File: src/shared/print_path_pkg.sv
// Shared constants for the terminal print-character path and its register bus
package print_path_pkg;
  // Register byte offsets
  localparam logic [7:0] CTRL_OFF = 8'h00;
  localparam logic [7:0] MODE_OFF = 8'h04;
  localparam logic [7:0] LOAD_OFF = 8'h08;
  localparam logic [7:0] STAT_OFF = 8'h0C;
  localparam logic [7:0] PCHR_OFF = 8'h10;
  localparam logic [7:0] ICHR_OFF = 8'h14;
  localparam logic [7:0] CHK_OFF = 8'h18;
  // Mode register field positions
  localparam int MODE_ENTER_BIT = 0;
  localparam int MODE_RECV_BIT = 1;
  localparam int MODE_BPRINT_BIT = 2;
  localparam int MODE_COMM_BIT = 3;
  localparam int MODE_TEXT_BIT = 4;
  localparam int MODE_RXBUF_BIT = 5;
  localparam int MODE_BUFMODEL_BIT = 6;
  localparam int MODE_ANSWER_BIT = 7;
  localparam int MODE_RECCHK_BIT = 8;
  // Control register strobe positions
  localparam int CTRL_GEN_BIT = 0;
  localparam int CTRL_REPLY1_BIT = 1;
  localparam int CTRL_STOP_BIT = 2;
  localparam int CTRL_ERR_BIT = 3;
  localparam int CTRL_XFER_BIT = 4;
  localparam int CTRL_NEG_BIT = 5;
  // Character bit positions (1,2,4,8,A,B,C)
  localparam int CH_1 = 0;
  localparam int CH_2 = 1;
  localparam int CH_4 = 2;
  localparam int CH_8 = 3;
  localparam int CH_A = 4;
  localparam int CH_B = 5;
  localparam int CH_C = 6;
  localparam int CHAR_W = 7;
  // Fixed character codes
  localparam logic [6:0] STOP_CODE = 7'h4F;
  localparam logic [6:0] NEG_REPLY_CHAR = 7'h22;
  localparam logic [6:0] POS_REPLY_CHAR = 7'h31;
  localparam logic [6:0] SENSE_CHAR = 7'h15;
  // Function character codes (bit 8 and 4 set)
  localparam logic [6:0] FN_BACKSPACE = 7'h2E;
  localparam logic [6:0] FN_SPACE = 7'h0C;
  localparam logic [6:0] FN_RETURN = 7'h4D;
  localparam logic [6:0] FN_TAB = 7'h1E;
  localparam logic [6:0] FN_UPSHIFT = 7'h0E;
  localparam logic [6:0] FN_DOWNSHIFT = 7'h1F;
  localparam int FN_NUM = 6;
  // Reset values
  localparam logic [8:0] MODE_RST = 9'h000;
  localparam logic [6:0] CHAR_RST = 7'h00;
  // Timing: control oscillator and phase offset
  localparam int CORE_HZ = 20_000_000;
  localparam int OSC_HZ = 18_000;
  localparam int OSC_DIV = CORE_HZ / OSC_HZ;
  localparam int PHASE_GAP_NS = 25_000;
  localparam int CLK_NS = 50;
  localparam int PHASE_GAP_CYC = PHASE_GAP_NS / CLK_NS;
  localparam logic [1:0] RESP_OKAY = 2'b00;
  localparam logic [1:0] RESP_SLVERR = 2'b10;
endpackage

File: src/design/print_char_path.sv
// Character path between the serial register chain and the typewriter printer
//
// The implementer's own choices: the address map and the AXI4-Lite register port.
`timescale 1ns/100ps
`default_nettype none
// Function
// Control characters except stop code load straight into the intermediate register.
// Answerback negative-reply bit request waits until first reply character is done.
// Sense characters load through the first-reply load line, not generate.
// Control-character generate is delayed one character time.
// Basic model: print register holds received characters; unused for sending.
// Print register has seven latches, cleared before every new load.
// Latches load from intermediate register only under load pulse without error block.
// Record-check error blocks load and forces the low bit, typing a dash.
// Buffered model loads from intermediate on receive, printer contacts on enter strobe.
// Serial register is freed once the character reaches the print register.
// Buffer print shifts the stored character in one bit at a time.
// Enter end on bid key generates the stop code into the register for storage.
// Bits 8 and 4 both set mean function; otherwise printable.
// Print-out gate needs full register and no printer cycle; gates both decodes.
// Print decode maps the character to tilt/rotate magnets, starting a cycle.
// Function decode recognises six functions, one magnet each.
// Print-out gate drops when a printer operation begins.
// Strobe trigger one clipped by phase one, gated by enter; two follows 25 us later.
// Printer-cycle latch follows the cycle contact exactly.
// Check enable in buffer print and comm, or text receive unbuffered.
// Each cycle copies the printed character into check register; contacts adjust it.
// Printer closes cycle contact before strobe and opens it after strobe.
// Two phase pulses come from a free-running control oscillator.
// Printer contacts are synchronised to the control phases before use.
module print_char_path
  import print_path_pkg::*;
(
  input wire logic I_CORE_CLK,
  input wire logic I_RST_N,
  input wire logic [7:0] S_AXI_AWADDR,
  input wire logic S_AXI_AWVALID,
  output logic S_AXI_AWREADY,
  input wire logic [31:0] S_AXI_WDATA,
  input wire logic [3:0] S_AXI_WSTRB,
  input wire logic S_AXI_WVALID,
  output logic S_AXI_WREADY,
  output logic [1:0] S_AXI_BRESP,
  output logic S_AXI_BVALID,
  input wire logic S_AXI_BREADY,
  input wire logic [7:0] S_AXI_ARADDR,
  input wire logic S_AXI_ARVALID,
  output logic S_AXI_ARREADY,
  output logic [31:0] S_AXI_RDATA,
  output logic [1:0] S_AXI_RRESP,
  output logic S_AXI_RVALID,
  input wire logic S_AXI_RREADY,
  input wire logic [6:0] I_SERIAL_CHAR,
  input wire logic I_MEMORY_BUFFER,
  input wire logic [6:0] I_TRANSMIT_CONTACTS,
  input wire logic I_PRINTER_CYCLE_CONTACT,
  input wire logic I_STROBE_CONTACT,
  output logic [6:0] O_INTERMEDIATE_CHAR_REG,
  output logic [6:0] O_PRINT_CHAR_REG,
  output logic [6:0] O_PRINT_MAGNETS,
  output logic [5:0] O_FUNCTION_MAGNETS,
  output logic O_SERIAL_FREE,
  output logic O_CLOCK_PHASE_ONE,
  output logic O_CLOCK_PHASE_TWO,
  output logic O_STORE_STOP_WRITE
);
  // ----------------------------------------------------------------
  // Control oscillator and phase pulses
  // ----------------------------------------------------------------
  logic [11:0] osc_cnt_r;
  logic [11:0] gap_cnt_r;
  logic gap_run_r;
  logic clock_phase_one;
  logic clock_phase_two;
  assign clock_phase_one = (osc_cnt_r == 12'(OSC_DIV - 1));
  assign clock_phase_two = gap_run_r && (gap_cnt_r == 12'(PHASE_GAP_CYC - 1));
  // Free-running; phase two trails phase one by the fixed gap
  always_ff @(posedge I_CORE_CLK) begin
    if (!I_RST_N) begin
      osc_cnt_r <= 12'h000;
      gap_cnt_r <= 12'h000;
      gap_run_r <= 1'b0;
    end else begin
      osc_cnt_r <= clock_phase_one ? 12'h000 : osc_cnt_r + 12'h001;
      if (clock_phase_one) begin
        gap_run_r <= 1'b1;
        gap_cnt_r <= 12'h000;
      end else if (clock_phase_two) begin
        gap_run_r <= 1'b0;
      end else if (gap_run_r) begin
        gap_cnt_r <= gap_cnt_r + 12'h001;
      end
    end
  end

  // ----------------------------------------------------------------
  // Register bus (AXI4-Lite slave)
  // ----------------------------------------------------------------
  logic [7:0] awaddr_r;
  logic aw_held_r;
  logic [31:0] wdata_r;
  logic w_held_r;
  logic bvalid_r;
  logic [1:0] bresp_r;
  logic rvalid_r;
  logic [31:0] rdata_r;
  logic [1:0] rresp_r;
  logic [8:0] mode_r;
  logic [6:0] load_char_r;
  logic wr_fire;
  logic wr_known;
  logic rd_fire;
  logic rd_known;
  logic [31:0] rd_mux;
  logic [6:0] ctrl_pulse;
  assign S_AXI_AWREADY = !aw_held_r && !bvalid_r;
  assign S_AXI_WREADY = !w_held_r && !bvalid_r;
  assign S_AXI_ARREADY = !rvalid_r;
  assign wr_fire = aw_held_r && w_held_r && !bvalid_r;
  assign wr_known = (awaddr_r == CTRL_OFF) || (awaddr_r == MODE_OFF) || (awaddr_r == LOAD_OFF);
  assign ctrl_pulse = (wr_fire && awaddr_r == CTRL_OFF) ? wdata_r[6:0] : 7'h00;
  assign rd_fire = S_AXI_ARVALID && !rvalid_r;
  assign S_AXI_BVALID = bvalid_r;
  assign S_AXI_BRESP = bresp_r;
  assign S_AXI_RVALID = rvalid_r;
  assign S_AXI_RDATA = rdata_r;
  assign S_AXI_RRESP = rresp_r;
  // Address and data are captured independently, in either order
  always_ff @(posedge I_CORE_CLK) begin
    if (!I_RST_N) begin
      aw_held_r <= 1'b0;
      w_held_r <= 1'b0;
      awaddr_r <= 8'h00;
      wdata_r <= 32'h0000_0000;
      bvalid_r <= 1'b0;
      bresp_r <= RESP_OKAY;
    end else begin
      if (S_AXI_AWVALID && S_AXI_AWREADY) begin
        aw_held_r <= 1'b1;
        awaddr_r <= S_AXI_AWADDR;
      end
      if (S_AXI_WVALID && S_AXI_WREADY) begin
        w_held_r <= 1'b1;
        wdata_r <= S_AXI_WDATA & {{8{S_AXI_WSTRB[3]}}, {8{S_AXI_WSTRB[2]}},
                                  {8{S_AXI_WSTRB[1]}}, {8{S_AXI_WSTRB[0]}}};
      end
      if (wr_fire) begin
        aw_held_r <= 1'b0;
        w_held_r <= 1'b0;
        bvalid_r <= 1'b1;
        bresp_r <= wr_known ? RESP_OKAY : RESP_SLVERR;
      end else if (bvalid_r && S_AXI_BREADY) begin
        bvalid_r <= 1'b0;
      end
    end
  end
  // Software settings: mode bits and the character presented for generation
  always_ff @(posedge I_CORE_CLK) begin
    if (!I_RST_N) begin
      mode_r <= MODE_RST;
      load_char_r <= CHAR_RST;
    end else if (wr_fire && awaddr_r == MODE_OFF) begin
      mode_r <= wdata_r[8:0];
    end else if (wr_fire && awaddr_r == LOAD_OFF) begin
      load_char_r <= wdata_r[6:0];
    end
  end

  // ----------------------------------------------------------------
  // Mode decode and contact synchroniser
  // ----------------------------------------------------------------
  logic enter_mode;
  logic recv_mode;
  logic bprint_mode;
  logic buffered_model;
  logic check_enable;
  assign enter_mode = mode_r[MODE_ENTER_BIT];
  assign recv_mode = mode_r[MODE_RECV_BIT];
  assign bprint_mode = mode_r[MODE_BPRINT_BIT];
  assign buffered_model = mode_r[MODE_BUFMODEL_BIT];
  assign check_enable = (bprint_mode && mode_r[MODE_COMM_BIT]) ||
                        (recv_mode && mode_r[MODE_TEXT_BIT] && !mode_r[MODE_RXBUF_BIT]);
  logic [1:0] cyc_sync_r;
  logic [1:0] stb_sync_r;

  // ----------------------------------------------------------------
  // Printer timing latches and strobe triggers
  // ----------------------------------------------------------------
  logic printer_cycle_r;
  logic strobe_one_r;
  logic strobe_two_r;
  logic check_strobe_r;
  logic strobe_rise;
  logic strobe_two_d_r;
  // Contacts cross two synchroniser stages; only the second feeds the latches
  always_ff @(posedge I_CORE_CLK) begin
    if (!I_RST_N) begin
      cyc_sync_r <= 2'b00;
      stb_sync_r <= 2'b00;
      printer_cycle_r <= 1'b0;
      strobe_one_r <= 1'b0;
      strobe_two_r <= 1'b0;
      strobe_two_d_r <= 1'b0;
      check_strobe_r <= 1'b0;
    end else begin
      cyc_sync_r <= {cyc_sync_r[0], I_PRINTER_CYCLE_CONTACT};
      stb_sync_r <= {stb_sync_r[0], I_STROBE_CONTACT};
      printer_cycle_r <= cyc_sync_r[1];
      if (clock_phase_one) begin
        strobe_one_r <= stb_sync_r[1] && enter_mode;
      end
      if (clock_phase_two) begin
        strobe_two_r <= strobe_one_r;
      end
      strobe_two_d_r <= strobe_two_r;
      check_strobe_r <= stb_sync_r[1] && check_enable;
    end
  end
  assign strobe_rise = strobe_two_r && !strobe_two_d_r;

  // ----------------------------------------------------------------
  // Intermediate register and answerback sequencing
  // ----------------------------------------------------------------
  logic [6:0] inter_r;
  logic gen_pend_r;
  logic neg_pend_r;
  logic reply1_done_r;
  logic neg_reply_bit_request;
  logic ctrl_char_generate;
  assign neg_reply_bit_request = mode_r[MODE_ANSWER_BIT] && ctrl_pulse[CTRL_NEG_BIT];
  assign ctrl_char_generate = gen_pend_r && clock_phase_one;
  // Generated characters wait one character time so a reply can go first
  always_ff @(posedge I_CORE_CLK) begin
    if (!I_RST_N) begin
      inter_r <= CHAR_RST;
      gen_pend_r <= 1'b0;
      neg_pend_r <= 1'b0;
      reply1_done_r <= 1'b0;
    end else begin
      if (ctrl_pulse[CTRL_GEN_BIT]) begin
        gen_pend_r <= 1'b1;
      end else if (ctrl_char_generate) begin
        gen_pend_r <= 1'b0;
        inter_r <= load_char_r;
      end
      if (ctrl_pulse[CTRL_REPLY1_BIT]) begin
        inter_r <= SENSE_CHAR;
        reply1_done_r <= 1'b1;
      end else if (neg_pend_r && reply1_done_r && clock_phase_one) begin
        inter_r <= NEG_REPLY_CHAR;
        neg_pend_r <= 1'b0;
        reply1_done_r <= 1'b0;
      end
      if (neg_reply_bit_request) begin
        neg_pend_r <= 1'b1;
      end
      if (recv_mode && ctrl_pulse[CTRL_XFER_BIT]) begin
        inter_r <= I_SERIAL_CHAR;
      end
    end
  end

  // ----------------------------------------------------------------
  // Print-character register
  // ----------------------------------------------------------------
  logic [6:0] pchr_r;
  logic full_r;
  logic xfer_pend_r;
  logic [2:0] scan_cnt_r;
  logic scan_run_r;
  logic print_reg_load_pulse;
  logic print_reg_clear;
  logic print_reg_error_block;
  logic enter_load;
  logic stop_load;
  logic print_out_gate;
  assign print_reg_error_block = mode_r[MODE_RECCHK_BIT] && ctrl_pulse[CTRL_ERR_BIT];
  assign print_reg_load_pulse = xfer_pend_r && !full_r && clock_phase_two;
  assign enter_load = buffered_model && enter_mode && strobe_rise;
  assign stop_load = buffered_model && enter_mode && ctrl_pulse[CTRL_STOP_BIT];
  assign print_reg_clear = print_reg_load_pulse || enter_load || stop_load ||
                           (bprint_mode && ctrl_pulse[CTRL_XFER_BIT]);
  // Receive loads queue until the register empties; serial side stays busy until the load
  always_ff @(posedge I_CORE_CLK) begin
    if (!I_RST_N) begin
      pchr_r <= CHAR_RST;
      full_r <= 1'b0;
      xfer_pend_r <= 1'b0;
      scan_cnt_r <= 3'd0;
      scan_run_r <= 1'b0;
    end else begin
      if (recv_mode && ctrl_pulse[CTRL_XFER_BIT] && !print_reg_error_block) begin
        xfer_pend_r <= 1'b1;
      end else if (print_reg_load_pulse || print_reg_error_block) begin
        xfer_pend_r <= 1'b0;
      end
      if (print_reg_error_block) begin
        pchr_r <= CHAR_RST | 7'(1 << CH_1);
        full_r <= 1'b1;
      end else if (print_reg_load_pulse) begin
        pchr_r <= inter_r;
        full_r <= 1'b1;
      end else if (enter_load) begin
        pchr_r <= I_TRANSMIT_CONTACTS;
        full_r <= 1'b1;
      end else if (stop_load) begin
        pchr_r <= STOP_CODE;
        full_r <= 1'b1;
      end else if (bprint_mode && ctrl_pulse[CTRL_XFER_BIT]) begin
        pchr_r <= CHAR_RST;
        full_r <= 1'b0;
        scan_run_r <= 1'b1;
        scan_cnt_r <= 3'd0;
      end else if (scan_run_r) begin
        pchr_r[scan_cnt_r] <= I_MEMORY_BUFFER;
        scan_cnt_r <= scan_cnt_r + 3'd1;
        if (scan_cnt_r == 3'(CHAR_W - 1)) begin
          scan_run_r <= 1'b0;
          full_r <= 1'b1;
        end
      end else if (print_out_gate || (full_r && enter_mode)) begin
        full_r <= 1'b0;
      end
    end
  end
  assign O_SERIAL_FREE = !xfer_pend_r;
  assign O_STORE_STOP_WRITE = full_r && enter_mode && (pchr_r == STOP_CODE);

  // ----------------------------------------------------------------
  // Print and function decode
  // ----------------------------------------------------------------
  logic is_function;
  logic [6:0] magnets_nxt;
  logic [5:0] fn_nxt;
  logic [6:0] print_mag_r;
  logic [5:0] fn_mag_r;
  logic [6:0] check_r;
  assign is_function = pchr_r[CH_8] && pchr_r[CH_4];
  assign print_out_gate = full_r && !printer_cycle_r && !enter_mode;
  assign magnets_nxt = (print_out_gate && !is_function) ?
                       {pchr_r[CH_B], pchr_r[CH_A], pchr_r[CH_8] ^ pchr_r[CH_1],
                        pchr_r[CH_4], pchr_r[CH_2], pchr_r[CH_1], 1'b1} : 7'h00;
  assign fn_nxt = !(print_out_gate && is_function) ? 6'h00 :
                  {pchr_r == FN_DOWNSHIFT, pchr_r == FN_UPSHIFT, pchr_r == FN_TAB,
                   pchr_r == FN_RETURN, pchr_r == FN_SPACE, pchr_r == FN_BACKSPACE};
  // Magnets held until the cycle contact makes, then released
  always_ff @(posedge I_CORE_CLK) begin
    if (!I_RST_N) begin
      print_mag_r <= 7'h00;
      fn_mag_r <= 6'h00;
      check_r <= CHAR_RST;
    end else begin
      if (print_out_gate) begin
        print_mag_r <= magnets_nxt;
        fn_mag_r <= fn_nxt;
        check_r <= pchr_r;
      end else if (printer_cycle_r) begin
        print_mag_r <= 7'h00;
        fn_mag_r <= 6'h00;
      end
      if (check_strobe_r) begin
        check_r <= check_r ^ I_TRANSMIT_CONTACTS;
      end
    end
  end

  // ----------------------------------------------------------------
  // Read path and outputs
  // ----------------------------------------------------------------
  assign rd_known = (S_AXI_ARADDR == CTRL_OFF) || (S_AXI_ARADDR == MODE_OFF) ||
                    (S_AXI_ARADDR == LOAD_OFF) || (S_AXI_ARADDR == STAT_OFF) ||
                    (S_AXI_ARADDR == PCHR_OFF) || (S_AXI_ARADDR == ICHR_OFF) ||
                    (S_AXI_ARADDR == CHK_OFF);
  assign rd_mux = (S_AXI_ARADDR == MODE_OFF) ? {23'h0, mode_r} :
                  (S_AXI_ARADDR == LOAD_OFF) ? {25'h0, load_char_r} :
                  (S_AXI_ARADDR == STAT_OFF) ? {24'h0, printer_cycle_r, check_strobe_r,
                    strobe_two_r, gen_pend_r, neg_pend_r, xfer_pend_r, is_function, full_r} :
                  (S_AXI_ARADDR == PCHR_OFF) ? {25'h0, pchr_r} :
                  (S_AXI_ARADDR == ICHR_OFF) ? {25'h0, inter_r} :
                  (S_AXI_ARADDR == CHK_OFF) ? {25'h0, check_r} : 32'h0000_0000;
  // Read answers one cycle after the address is taken
  always_ff @(posedge I_CORE_CLK) begin
    if (!I_RST_N) begin
      rvalid_r <= 1'b0;
      rdata_r <= 32'h0000_0000;
      rresp_r <= RESP_OKAY;
    end else if (rd_fire) begin
      rvalid_r <= 1'b1;
      rdata_r <= rd_mux;
      rresp_r <= rd_known ? RESP_OKAY : RESP_SLVERR;
    end else if (rvalid_r && S_AXI_RREADY) begin
      rvalid_r <= 1'b0;
    end
  end
  assign O_INTERMEDIATE_CHAR_REG = inter_r;
  assign O_PRINT_CHAR_REG = pchr_r;
  assign O_PRINT_MAGNETS = print_mag_r;
  assign O_FUNCTION_MAGNETS = fn_mag_r;
  assign O_CLOCK_PHASE_ONE = clock_phase_one;
  assign O_CLOCK_PHASE_TWO = clock_phase_two;
endmodule
`default_nettype wire

File: config.mk
export PLATFORM = sky130hd
export DESIGN_NAME = print_char_path
export DESIGN_NICKNAME = d
export VERILOG_FILES = /design/src/shared/print_path_pkg.sv /design/src/design/print_char_path.sv
export SDC_FILE = /design/constraint.sdc
export NUM_CORES = 1
export LEC_CHECK = 0
export ABC_CLOCK_PERIOD_IN_PS = 2300
export BUFFER_PORTS_ARGS = -buffer_cell sky130_fd_sc_hd__buf_2
export CORE_MARGIN = 2
export CORE_UTILIZATION = 54
export DETAILED_ROUTE_END_ITERATION = 12
export PLACE_DENSITY = 0.8
export SLEW_MARGIN = 0
export SYNTH_ARGS = -nofsm -noshare
export SYNTH_HDL_FRONTEND = slang
export SYNTH_SLANG_ARGS = --single-unit
File: constraint.sdc
create_clock -name I_CORE_CLK -period 2.3 [get_ports I_CORE_CLK]
set_clock_uncertainty 0.05 [all_clocks]
set_input_delay 0.46 -clock I_CORE_CLK [delete_from_list [all_inputs] [get_ports I_CORE_CLK]]
set_output_delay 0.46 -clock I_CORE_CLK [all_outputs]
set_load 0.05 [all_outputs]
**Word level (Yosys, flattened, before mapping)**

Index checks and enable logic that the tools add are counted.

- Register bits: 150
- Latch bits: 0
- Bits in writable memories: 0
- Bits in read-only memories: 0
- Input port bits: 76
- Output and inout port bits: 72
- Logic and storage cells: 217
- Memories kept: 0

- Add/sub/neg operators: 3
- Multipliers: 0
- Div/mod/pow operators: 0
- Magnitude comparators: 2
- Equality and inequality tests: 21
- Shift operators: 0
- Muxes and demuxes: 58
- Bitwise gates (word level): 10
- Reduce and logical (&&, ||, !) cells: 89

Operators with widths:

| operator | number |
|---|---|
| $mux 7 | 18 |
| $logic_and 1x1->1 | 40 |
| $mux 1 | 27 |
| $add 12x1->12 const B | 2 |
| $eq 8x4->1 const B | 3 |
| $eq 8x5->1 const B | 3 |
| $mux 6 | 4 |
| $reduce_bool 2->1 | 10 |
| $eq 8x3->1 const B | 2 |
| $logic_not 8->1 | 2 |
| $mux 8 | 2 |
| $eq 7x4->1 const B | 2 |
| $eq 7x5->1 const B | 2 |
| $eq 7x7->1 const B | 2 |
| $eq 12x11->1 const B | 1 |
| $eq 12x9->1 const B | 1 |
| $logic_not 1->1 | 12 |
| $logic_or 1x1->1 | 11 |
| $reduce_and 2->1 | 5 |
| $and 9x9->9 | 1 |
| $mux 9 | 1 |
| $bwmux 7 | 1 |
| $eq 7x6->1 const B | 1 |
| $ne 7x1->1 const B | 1 |
| 19 further kinds | 29 |

**Depth between registers and ports, before layout**

Gate-level depths: netlist of run 1.

- Depth after elaboration: 11
- Mapped depth: 8
- Depth with buffers taken out: 7

**Worst setup path after synthesis of run 1**

No wires, ideal clock.

- Path type: reg-to-output
- Start: register pchr_r[3] (netlist: O_PRINT_CHAR_REG[3])
- End: output port O_STORE_STOP_WRITE
- Arrival: 2.487 ns
- Required time: 1.790 ns
- Setup slack: -0.697 ns
- Stages on the path, launching flop included: 4
- Buffers on the path: 0
- Cell sequence: dfxtp_1 -> inv_1 -> or4_1 -> nor3_1

- Word-level cells in the longest chain between the ends: 2

RTL lines:

| item | line | text |
|---|---|---|
| from (decl) | print_char_path.sv:266 | `logic [6:0] pchr_r;` |
| from (signal assigned) | print_char_path.sv:298 | `pchr_r <= CHAR_RST \| 7'(1 << CH_1);` |
| from (signal assigned) | print_char_path.sv:301 | `pchr_r <= inter_r;` |
| $eq 7x7->1 | print_char_path.sv:327 | `assign O_STORE_STOP_WRITE = full_r && enter_mode && (pchr_r == STOP_CODE);` |
| $logic_and 1x1->1 | print_char_path.sv:327 |  |
| to (decl) | print_char_path.sv:65 | `output logic O_STORE_STOP_WRITE` |

No other way between the ends.

**Final worst setup path of run 1**

- Start: register gap_cnt_r[0]
- End: output port O_CLOCK_PHASE_TWO

- Word-level cells in the longest chain between the ends: 2

RTL lines:

| item | line | text |
|---|---|---|
| from (decl) | print_char_path.sv:71 | `logic [11:0] gap_cnt_r;` |
| from (signal assigned) | print_char_path.sv:91 | `gap_cnt_r <= gap_cnt_r + 12'h001;` |
| $eq 12x9->1 | print_char_path.sv:76 | `assign clock_phase_two = gap_run_r && (gap_cnt_r == 12'(PHASE_GAP_CYC - 1));` |
| $logic_and 1x1->1 | print_char_path.sv:76 |  |
| to (decl) | print_char_path.sv:64 | `output logic O_CLOCK_PHASE_TWO,` |

No other way between the ends.

==> results of run 1 <==
==> cell usage in the layout (no fill, tap or decap), types with 9 or more instances in the layout <==
cell,instances
sky130_fd_sc_hd__nand3_1,32
sky130_fd_sc_hd__a21oi_1,77
sky130_fd_sc_hd__buf_2,94
sky130_fd_sc_hd__xor2_1,15
sky130_fd_sc_hd__clkbuf_16,17
sky130_fd_sc_hd__inv_1,14
sky130_fd_sc_hd__and3_1,11
sky130_fd_sc_hd__conb_1,25
sky130_fd_sc_hd__nand4_1,15
sky130_fd_sc_hd__nor3_1,10
sky130_fd_sc_hd__mux2i_1,21
sky130_fd_sc_hd__nor2b_1,15
sky130_fd_sc_hd__nor2_1,89
sky130_fd_sc_hd__and2_1,9
sky130_fd_sc_hd__o21ai_0,23
sky130_fd_sc_hd__buf_4,35
sky130_fd_sc_hd__dfxtp_1,121
sky130_fd_sc_hd__nand2_1,91
sky130_fd_sc_hd__a22oi_1,14
==> state kept, by name (all words and copies together) (netlist names), 2 cells and up <==
register	count
O_PRINT_MAGNETS	7
O_PRINT_CHAR_REG	7
O_INTERMEDIATE_CHAR_REG	7
wdata_r	9
S_AXI_RDATA	9
cyc_sync_r	2
stb_sync_r	2
awaddr_r	8
load_char_r	7
osc_cnt_r	12
gap_cnt_r	12
mode_r	9
check_r	7
O_FUNCTION_MAGNETS	6
scan_cnt_r	3
==> layout make-up <==
type | instances | share of cell area, %
Clock buffer | 23 | 6.489
Multi-Input combinational cell | 573 | 44.91
Timing Repair Buffer | 132 | 10.20
Tap cell | 140 | 2.329
Inverter | 16 | 0.7987
Clock inverter | 7 | 1.797
Sequential cell | 125 | 33.48
==> metrics by stage <==
step	TNS (ns)	hold slack [ns]	instance area [um2]	total power, mW	util (%)
after floorplan	0	0.3619	6252	2.646	-
after CTS	0	0.1715	7450	5.541	67.83
after global routing	-0.009035	0.1856	7520	5.695	68.47
after detailed placement	0	0.3737	6746	2.729	61.43
final	0	0.1806	7520	5.535	68.47
after global placement	0	0.3687	6746	2.715	61.43
==> power groups by stage <==
stage	clock (mW)	combinational (mW)	sequential, mW
finish	2.85	0.449	2.24
global route	2.97	0.484	2.24
CTS	2.86	0.443	2.24
detailed placement	0	0.441	2.29
global placement	0	0.430	2.29
floorplan	0	0.328	2.32
==> timing repair <==
action / in CTS / in global routing
resized for setup: 17 / 7
setup buffers: 3 / 4
endpoints found under the setup margin: 3 / 9
pin swaps: 1 / 2
==> kinds of logic (layout without fill, tap and decap cells) <==
kind of cell	Yosys count	after routing
other	1	25
AO/OA/AOI/OAI	171	171
multiplexers	22	22
buffers and inverters	84	178
flip-flops	125	125
AND/OR/NAND/NOR	329	329
adder cells (fa/ha/maj)	5	5
XOR/XNOR	21	21
==> how the worst max path moves through the flow <==
stage	start	to	depth (start not counted)
2_1_floorplan	O_PRINT_CHAR_REG[2]$_SDFFE_PP0P_	O_STORE_STOP_WRITE	3
3_3_place_gp	awaddr_r[0]$_SDFFE_PN0P_	O_PRINT_CHAR_REG[1]$_SDFFE_PP0P_	6
3_5_place_dp	awaddr_r[0]$_SDFFE_PN0P_	O_PRINT_CHAR_REG[1]$_SDFFE_PP0P_	6
4_1_cts	gap_cnt_r[1]$_SDFFE_PP0P_	O_CLOCK_PHASE_TWO	6
5_1_grt	gap_cnt_r[0]$_SDFFE_PP0P_	O_CLOCK_PHASE_TWO	6
6_report	gap_cnt_r[0]$_SDFFE_PP0P_	O_CLOCK_PHASE_TWO	6
==> layer usage <==
metal	vias up	share of wire, %
li1	2866	-
met1	2850	42
met2	311	48
met3	56	7.5
met4	0	3.1
met5	-	0
==> results.toml, run 1 <==
[outcome]
run_status = "completed"

[detailed_routing]
first_pass_iters = 5
drt-initial-drc-count = 644
final_antenna_net_count = 0
post-route-drc-count = 0
vias = 6083
route.detailed.wl_per_inst_um = 16.97
route.detailed.vias_per_inst = 5.987
postRouteWirelength_um = 17250

[clocking]
htree_levels = 4
clk_root_buffer_cell = "sky130_fd_sc_hd__clkbuf_16"
path_clk_slew_ns = 0.06
insertion_delay_ns = 0.41
clock_tree.buffer_depth = 2
cts_tree = "built"
postCtsHoldBufs = 0
clkSinkCount = 125
cts_made_buffers = 17

[pwr]
power.share.switching_pct = 23.61
irDropWorstVdd_uv = 494.3
leakagePower_nw = 3.158
combinationalPowerShare_pct = 8.1
power_report.internal_total_mw = 4.228
power.density_nw_per_um2 = 736.1
p_seq_share_pct = 40.5
clock_power_share_pct = 51.4
sw_power_mw = 1.307

[floorplanning]
row_count = 38
core_region_area_um2 = 10980
num_io_pins = 148
fp.dieArea_um2 = 12250
initial_utilization_pct = 55.96
fp.dieW_um = 110.7
die_height_um = 110.7

[flow_run]
max-cap-violations = 0

[grt]
grt-ovfl-total = 0
number_of_global_route_vias_before_repair = 5808
busiest_layer = "met2"
grt_pass1_wl_um = 27890
grtUsageMet1_pct = 34.62
gr-usage-met3_pct = 6.069
grt_antenna_before_repair = 0
use_met2_pct = 46.01
maximum_number_of_pins_on_one_net_before_global_route_repair = 27
grt_use_total_pct = 27.70

[synth]
post_synth_xor_area_fraction_pct = 2.993
synth-simple-area-share_pct = 26.77
synthAdderAreaFrac_pct = 1.018
post_synthesis_mean_instance_area_um2 = 8.108
synth.top_cell.area_share_pct = 40.72
synth_seq_area_share_pct = 40.72
synth.cell_area_um2 = 6146
count_of_flip_flops_with_a_built_in_enable_after_synthesis = 0
ys_warn_count = 0
synthFlopType = "sky130_fd_sc_hd__dfxtp_1"
netlist_instances = 758
number_of_synthesized_register_bits = 125
synth_mux_area_share_pct = 3.603
synth_top_cells_by_area = "sky130_fd_sc_hd__dfxtp_1 (41%), sky130_fd_sc_hd__a21oi_1 (6.3%), sky130_fd_sc_hd__nand2_1 (5.6%)"
async_reset_ff_share_pct = 0
netlist-cell-type-count = 67
synth_top_family_by_area = "simple AND/OR/NAND/NOR gates"
most_numerous_cell_types_in_the_synthesized_netlist = "sky130_fd_sc_hd__dfxtp_1 (125), sky130_fd_sc_hd__nand2_1 (91), sky130_fd_sc_hd__nor2_1 (90), sky130_fd_sc_hd__a21oi_1 (77), sky130_fd_sc_hd__nand3_1 (33)"
synth_compound_gate_area_share_pct = 17.73
yosysTopAreaCell = "sky130_fd_sc_hd__dfxtp_1"
yosysMostFrequentCell = "sky130_fd_sc_hd__dfxtp_1"

[sta]
worst_slew_pin_slew_ns = 0.8249
achievable-frequency_mhz = 447.7
slew_headroom_pct = 44.80
fin_crit_share_pct = 97.11
final_max_slew_viol_count = 0
setup_viol = 0
finalHoldViolations = 0
post-route-min-period_ns = 2.233
finalWorstSetupSlack_ns = 0.06656

[setup_path]
ff2ff_path_depth = 5
timing.setup.critical_path_class = "reg -> out"
cp_data_arrival_time_ns = 1.72
worstPathMaxFanout = 5
max_stage_delay_ns = 0.38
timing.reg2reg.setup_slack_ns = 0.08
r2r_end = "scan_cnt_r[0]$_SDFFE_PN0P_"
critPathBufInv = 2
critPathSlowestCell = "sky130_fd_sc_hd__dfxtp_4"
critPathCaptureType = "output pin"
reg2reg_from = "awaddr_r[0]$_SDFFE_PN0P_"
start_kind = "flop"
critical-path-top-delay-family = "simple AND/OR/NAND/NOR gates"
worst_ep_required_time_ns = 1.79
worstPathCellList = "ha_4 -> nor4b_4 -> buf_4 -> nand3_1 -> nor2_2 -> buf_6"

[cells_and_area]
antennaDiodeCount = 0
finish.cell_count_without_fillers = 1016
final.fill_count = 866
fin_nets = 946
synthToLayoutAreaGrowth_pct = 22.35
drive_above_1_share_pct = 22.03
multi_input_comb_area_um2 = 3377
seqCellArea_um2 = 2517

[placed_design]
portBuffers = 97
dp_worst_setup_slack_ns = 0.05624
place_inst = 979
gp_congestion = 0.9612
hpwlAfterDp_um = 12030

[min_path]
min-delay-start = "S_AXI_RREADY"
holdCritPathClass = "in -> reg"
hold_ep = "S_AXI_RVALID$_SDFFE_PN0P_"
min_delay_path_depth = 2
(Power assumes the default switching activity.)
==> inputs of run 2 (changes only) <==
--- a/config.mk
+++ b/config.mk
@@ -5,12 +5,13 @@
 export SDC_FILE = /design/constraint.sdc
 export NUM_CORES = 1
 export LEC_CHECK = 0
+export ABC_AREA = 1
 export ABC_CLOCK_PERIOD_IN_PS = 2300
 export BUFFER_PORTS_ARGS = -buffer_cell sky130_fd_sc_hd__buf_2
 export CORE_MARGIN = 2
-export CORE_UTILIZATION = 54
+export CORE_UTILIZATION = 55
 export DETAILED_ROUTE_END_ITERATION = 12
-export PLACE_DENSITY = 0.8
+export PLACE_DENSITY = 0.81
 export SLEW_MARGIN = 0
 export SYNTH_ARGS = -nofsm -noshare
 export SYNTH_HDL_FRONTEND = slang
==> run 2 against run 1 <==
Against the previous run:
- register-to-register slack improved by 0.25 ns
- worst setup slack improved by 0.050 ns
- combinational power down 2%
- synthesized area is 5.7% higher
- sequential power is essentially flat
- worst hold slack better by 0.0017 ns
- critical endpoint is now O_CLOCK_PHASE_ONE
- core utilization is 2.4 points lower
- synthesized cell count rose by 26%
- sequential cell count did not move
==> results.toml, run 2 <==
[sta]
post-route-min-period_ns = 2.184
slew_headroom_pct = 47.77
fin_crit_share_pct = 94.94
finalHoldViolations = 0
worst_slew_pin_slew_ns = 0.7805
holdWs_ns = 0.1823
final_max_slew_viol_count = 0
achievable-frequency_mhz = 457.9
setup_viol = 0
finalWorstSetupSlack_ns = 0.1163
tns_ns = 0

[setup_path]
critPathCaptureType = "output pin"
start_kind = "flop"
worstPathMaxFanout = 6
timing.setup.critical_path_class = "reg -> out"
cp_data_arrival_time_ns = 1.67
worst_ep_required_time_ns = 1.79

[placed_design]
dp_worst_setup_slack_ns = 0.05646
hpwlAfterDp_um = 11730
gp_congestion = 0.9772
portBuffers = 97
placedInstanceArea_um2 = 7013
place_inst = 1175

[pwr]
power.density_nw_per_um2 = 681.3
leakagePower_nw = 3.420
irDropWorstVdd_uv = 718.7
p_total_mw = 5.164

[detailed_routing]
postRouteWirelength_um = 16200
final_antenna_net_count = 0
post-route-drc-count = 0
drt-initial-drc-count = 454
first_pass_iters = 5
route.detailed.wl_per_inst_um = 13.42
vias = 6352
route.detailed.vias_per_inst = 5.263

[grt]
grt_use_total_pct = 26.62
grt_pass1_wl_um = 27070
number_of_global_route_vias_before_repair = 5637
grt-ovfl-total = 0
grt_antenna_before_repair = 0
maximum_number_of_pins_on_one_net_before_global_route_repair = 55

[floorplanning]
fp.dieArea_um2 = 12700
num_io_pins = 148
fp.dieW_um = 112.7
core_region_area_um2 = 11470
row_count = 39
die_height_um = 112.7
initial_utilization_pct = 56.66

[outcome]
run_status = "completed"

[flow_run]
max-cap-violations = 0

[synth]
post_synth_xor_area_fraction_pct = 0.8088
synth_compound_gate_area_share_pct = 14.33
synth_top_cells_by_area = "sky130_fd_sc_hd__dfxtp_1 (39%), sky130_fd_sc_hd__nand2_1 (11%), sky130_fd_sc_hd__a21oi_1 (7.5%)"
synth.top_cell.area_share_pct = 38.51
ys_warn_count = 0
number_of_synthesized_register_bits = 125
synth_mux_area_share_pct = 0
synth_top_family_by_area = "simple AND/OR/NAND/NOR gates"
count_of_flip_flops_with_a_built_in_enable_after_synthesis = 0
synth.cell_area_um2 = 6497
netlist-cell-type-count = 48
synth_seq_area_share_pct = 38.51
synth-simple-area-share_pct = 32.91
most_numerous_cell_types_in_the_synthesized_netlist = "sky130_fd_sc_hd__nand2_1 (186), sky130_fd_sc_hd__dfxtp_1 (125), sky130_fd_sc_hd__inv_1 (119), sky130_fd_sc_hd__nor2_1 (119), sky130_fd_sc_hd__a21oi_1 (97)"
yosysMostFrequentCell = "sky130_fd_sc_hd__nand2_1"
synthAdderAreaFrac_pct = 0.9628
yosysTopAreaCell = "sky130_fd_sc_hd__dfxtp_1"
synthFlopType = "sky130_fd_sc_hd__dfxtp_1"
netlist_instances = 954
post_synthesis_mean_instance_area_um2 = 6.811
async_reset_ff_share_pct = 0

[clocking]
htree_levels = 4
clock_tree.buffer_depth = 2
clkSinkCount = 125
path_clk_slew_ns = 0.05
clk_root_buffer_cell = "sky130_fd_sc_hd__clkbuf_16"
cts_made_buffers = 17
postCtsSetupRepairBufs = 0
postCtsHoldBufs = 0
cts_tree = "built"
insertion_delay_ns = 0.42

[cells_and_area]
drive_above_1_share_pct = 16.64
multi_input_comb_area_um2 = 3302
fin_nets = 1132
final.fill_count = 1039
finish.cell_count_without_fillers = 1207
layout.cells.most_common_list = "sky130_fd_sc_hd__nand2_1 (186), sky130_fd_sc_hd__dfxtp_1 (124), sky130_fd_sc_hd__inv_1 (118), sky130_fd_sc_hd__nor2_1 (118), sky130_fd_sc_hd__a21oi_1 (97)"
design_area_um2 = 7580
commonest_non_fill_non_tap_cell_in_the_layout = "sky130_fd_sc_hd__nand2_1"
seqCellArea_um2 = 2504
synthToLayoutAreaGrowth_pct = 16.66
top_regs = "gap_cnt_r x12, osc_cnt_r x12"
post-route-util_pct = 66.10
antennaDiodeCount = 0

[min_path]
holdCritPathClass = "in -> reg"
==> run 2: metal layers <==
layer / wire length (um) / vias up / global-route usage (%)
met4: 333 / 0 / 9.187
met1: 7046 / 2858 / 34.38
met5: 0 / - / 0
li1: - / 3250 / -
met3: 1156 / 29 / 6.427
met2: 7662 / 215 / 43.83
==> run 2: cell type report <==
| class | count | share of cell area (%) |
|---|---|---|
| flip-flops and latches | 125 | 33.03 |
| clock inverters | 7 | 0.8254 |
| multi-input cells | 672 | 43.56 |
| clock buffers | 25 | 6.405 |
| repair buffers | 106 | 7.362 |
| well taps | 143 | 2.361 |
| inverters | 129 | 6.454 |
==> run 2: repair_timing <==
item / in CTS / in global routing
gates cloned: 0 / 0
setup endpoints to repair: 2 / 18
gates resized for setup: 3 / 4
pin swaps: 0 / 0
endpoints found under the hold margin: 0 / 0
==> run 2: power breakdown <==
| group | switching, mW | internal, mW | total (mW) | leakage, nW |
|---|---|---|---|---|
| sequential | 0.0361 | 2.21 | 2.25 | 1.01 |
| clock | 0.916 | 1.56 | 2.47 | 0.271 |
| combinational | 0.335 | 0.107 | 0.442 | 2.14 |
==> run 2: worst max-delay path, cell delays in order, from the launching register on <==
cell and delay [ns]:
sky130_fd_sc_hd__dfxtp_1 0.35, sky130_fd_sc_hd__inv_1 0.07, sky130_fd_sc_hd__ha_1 0.13, sky130_fd_sc_hd__nand2_1 0.06, sky130_fd_sc_hd__nor3_2 0.15, sky130_fd_sc_hd__nand3_2 0.18
sky130_fd_sc_hd__inv_2 0.10, sky130_fd_sc_hd__buf_4 0.20
==> run 2: worst paths after layout <==
kind,start,slack [ns],cells past startpoint,end
min,I_PRINTER_CYCLE_CONTACT,0.18,3,cyc_sync_r[0]$_SDFF_PN0_
max reg2reg,osc_cnt_r[0]$_SDFF_PP0_,0.33,9,gap_cnt_r[1]$_SDFFE_PP0P_
max,osc_cnt_r[0]$_SDFF_PP0_,0.12,7,O_CLOCK_PHASE_ONE
min reg2reg,cyc_sync_r[0]$_SDFF_PN0_,0.37,2,cyc_sync_r[1]$_SDFF_PN0_
==> run 2: kinds of logic after synthesis <==
logic type / after synthesis
and+or+nand+nor: 459
buffers and inverters: 181
other: 1
AOI/OAI and AO/OA: 177
DFF: 125
adders and majority gates: 5
xor gates and xnor gates: 6
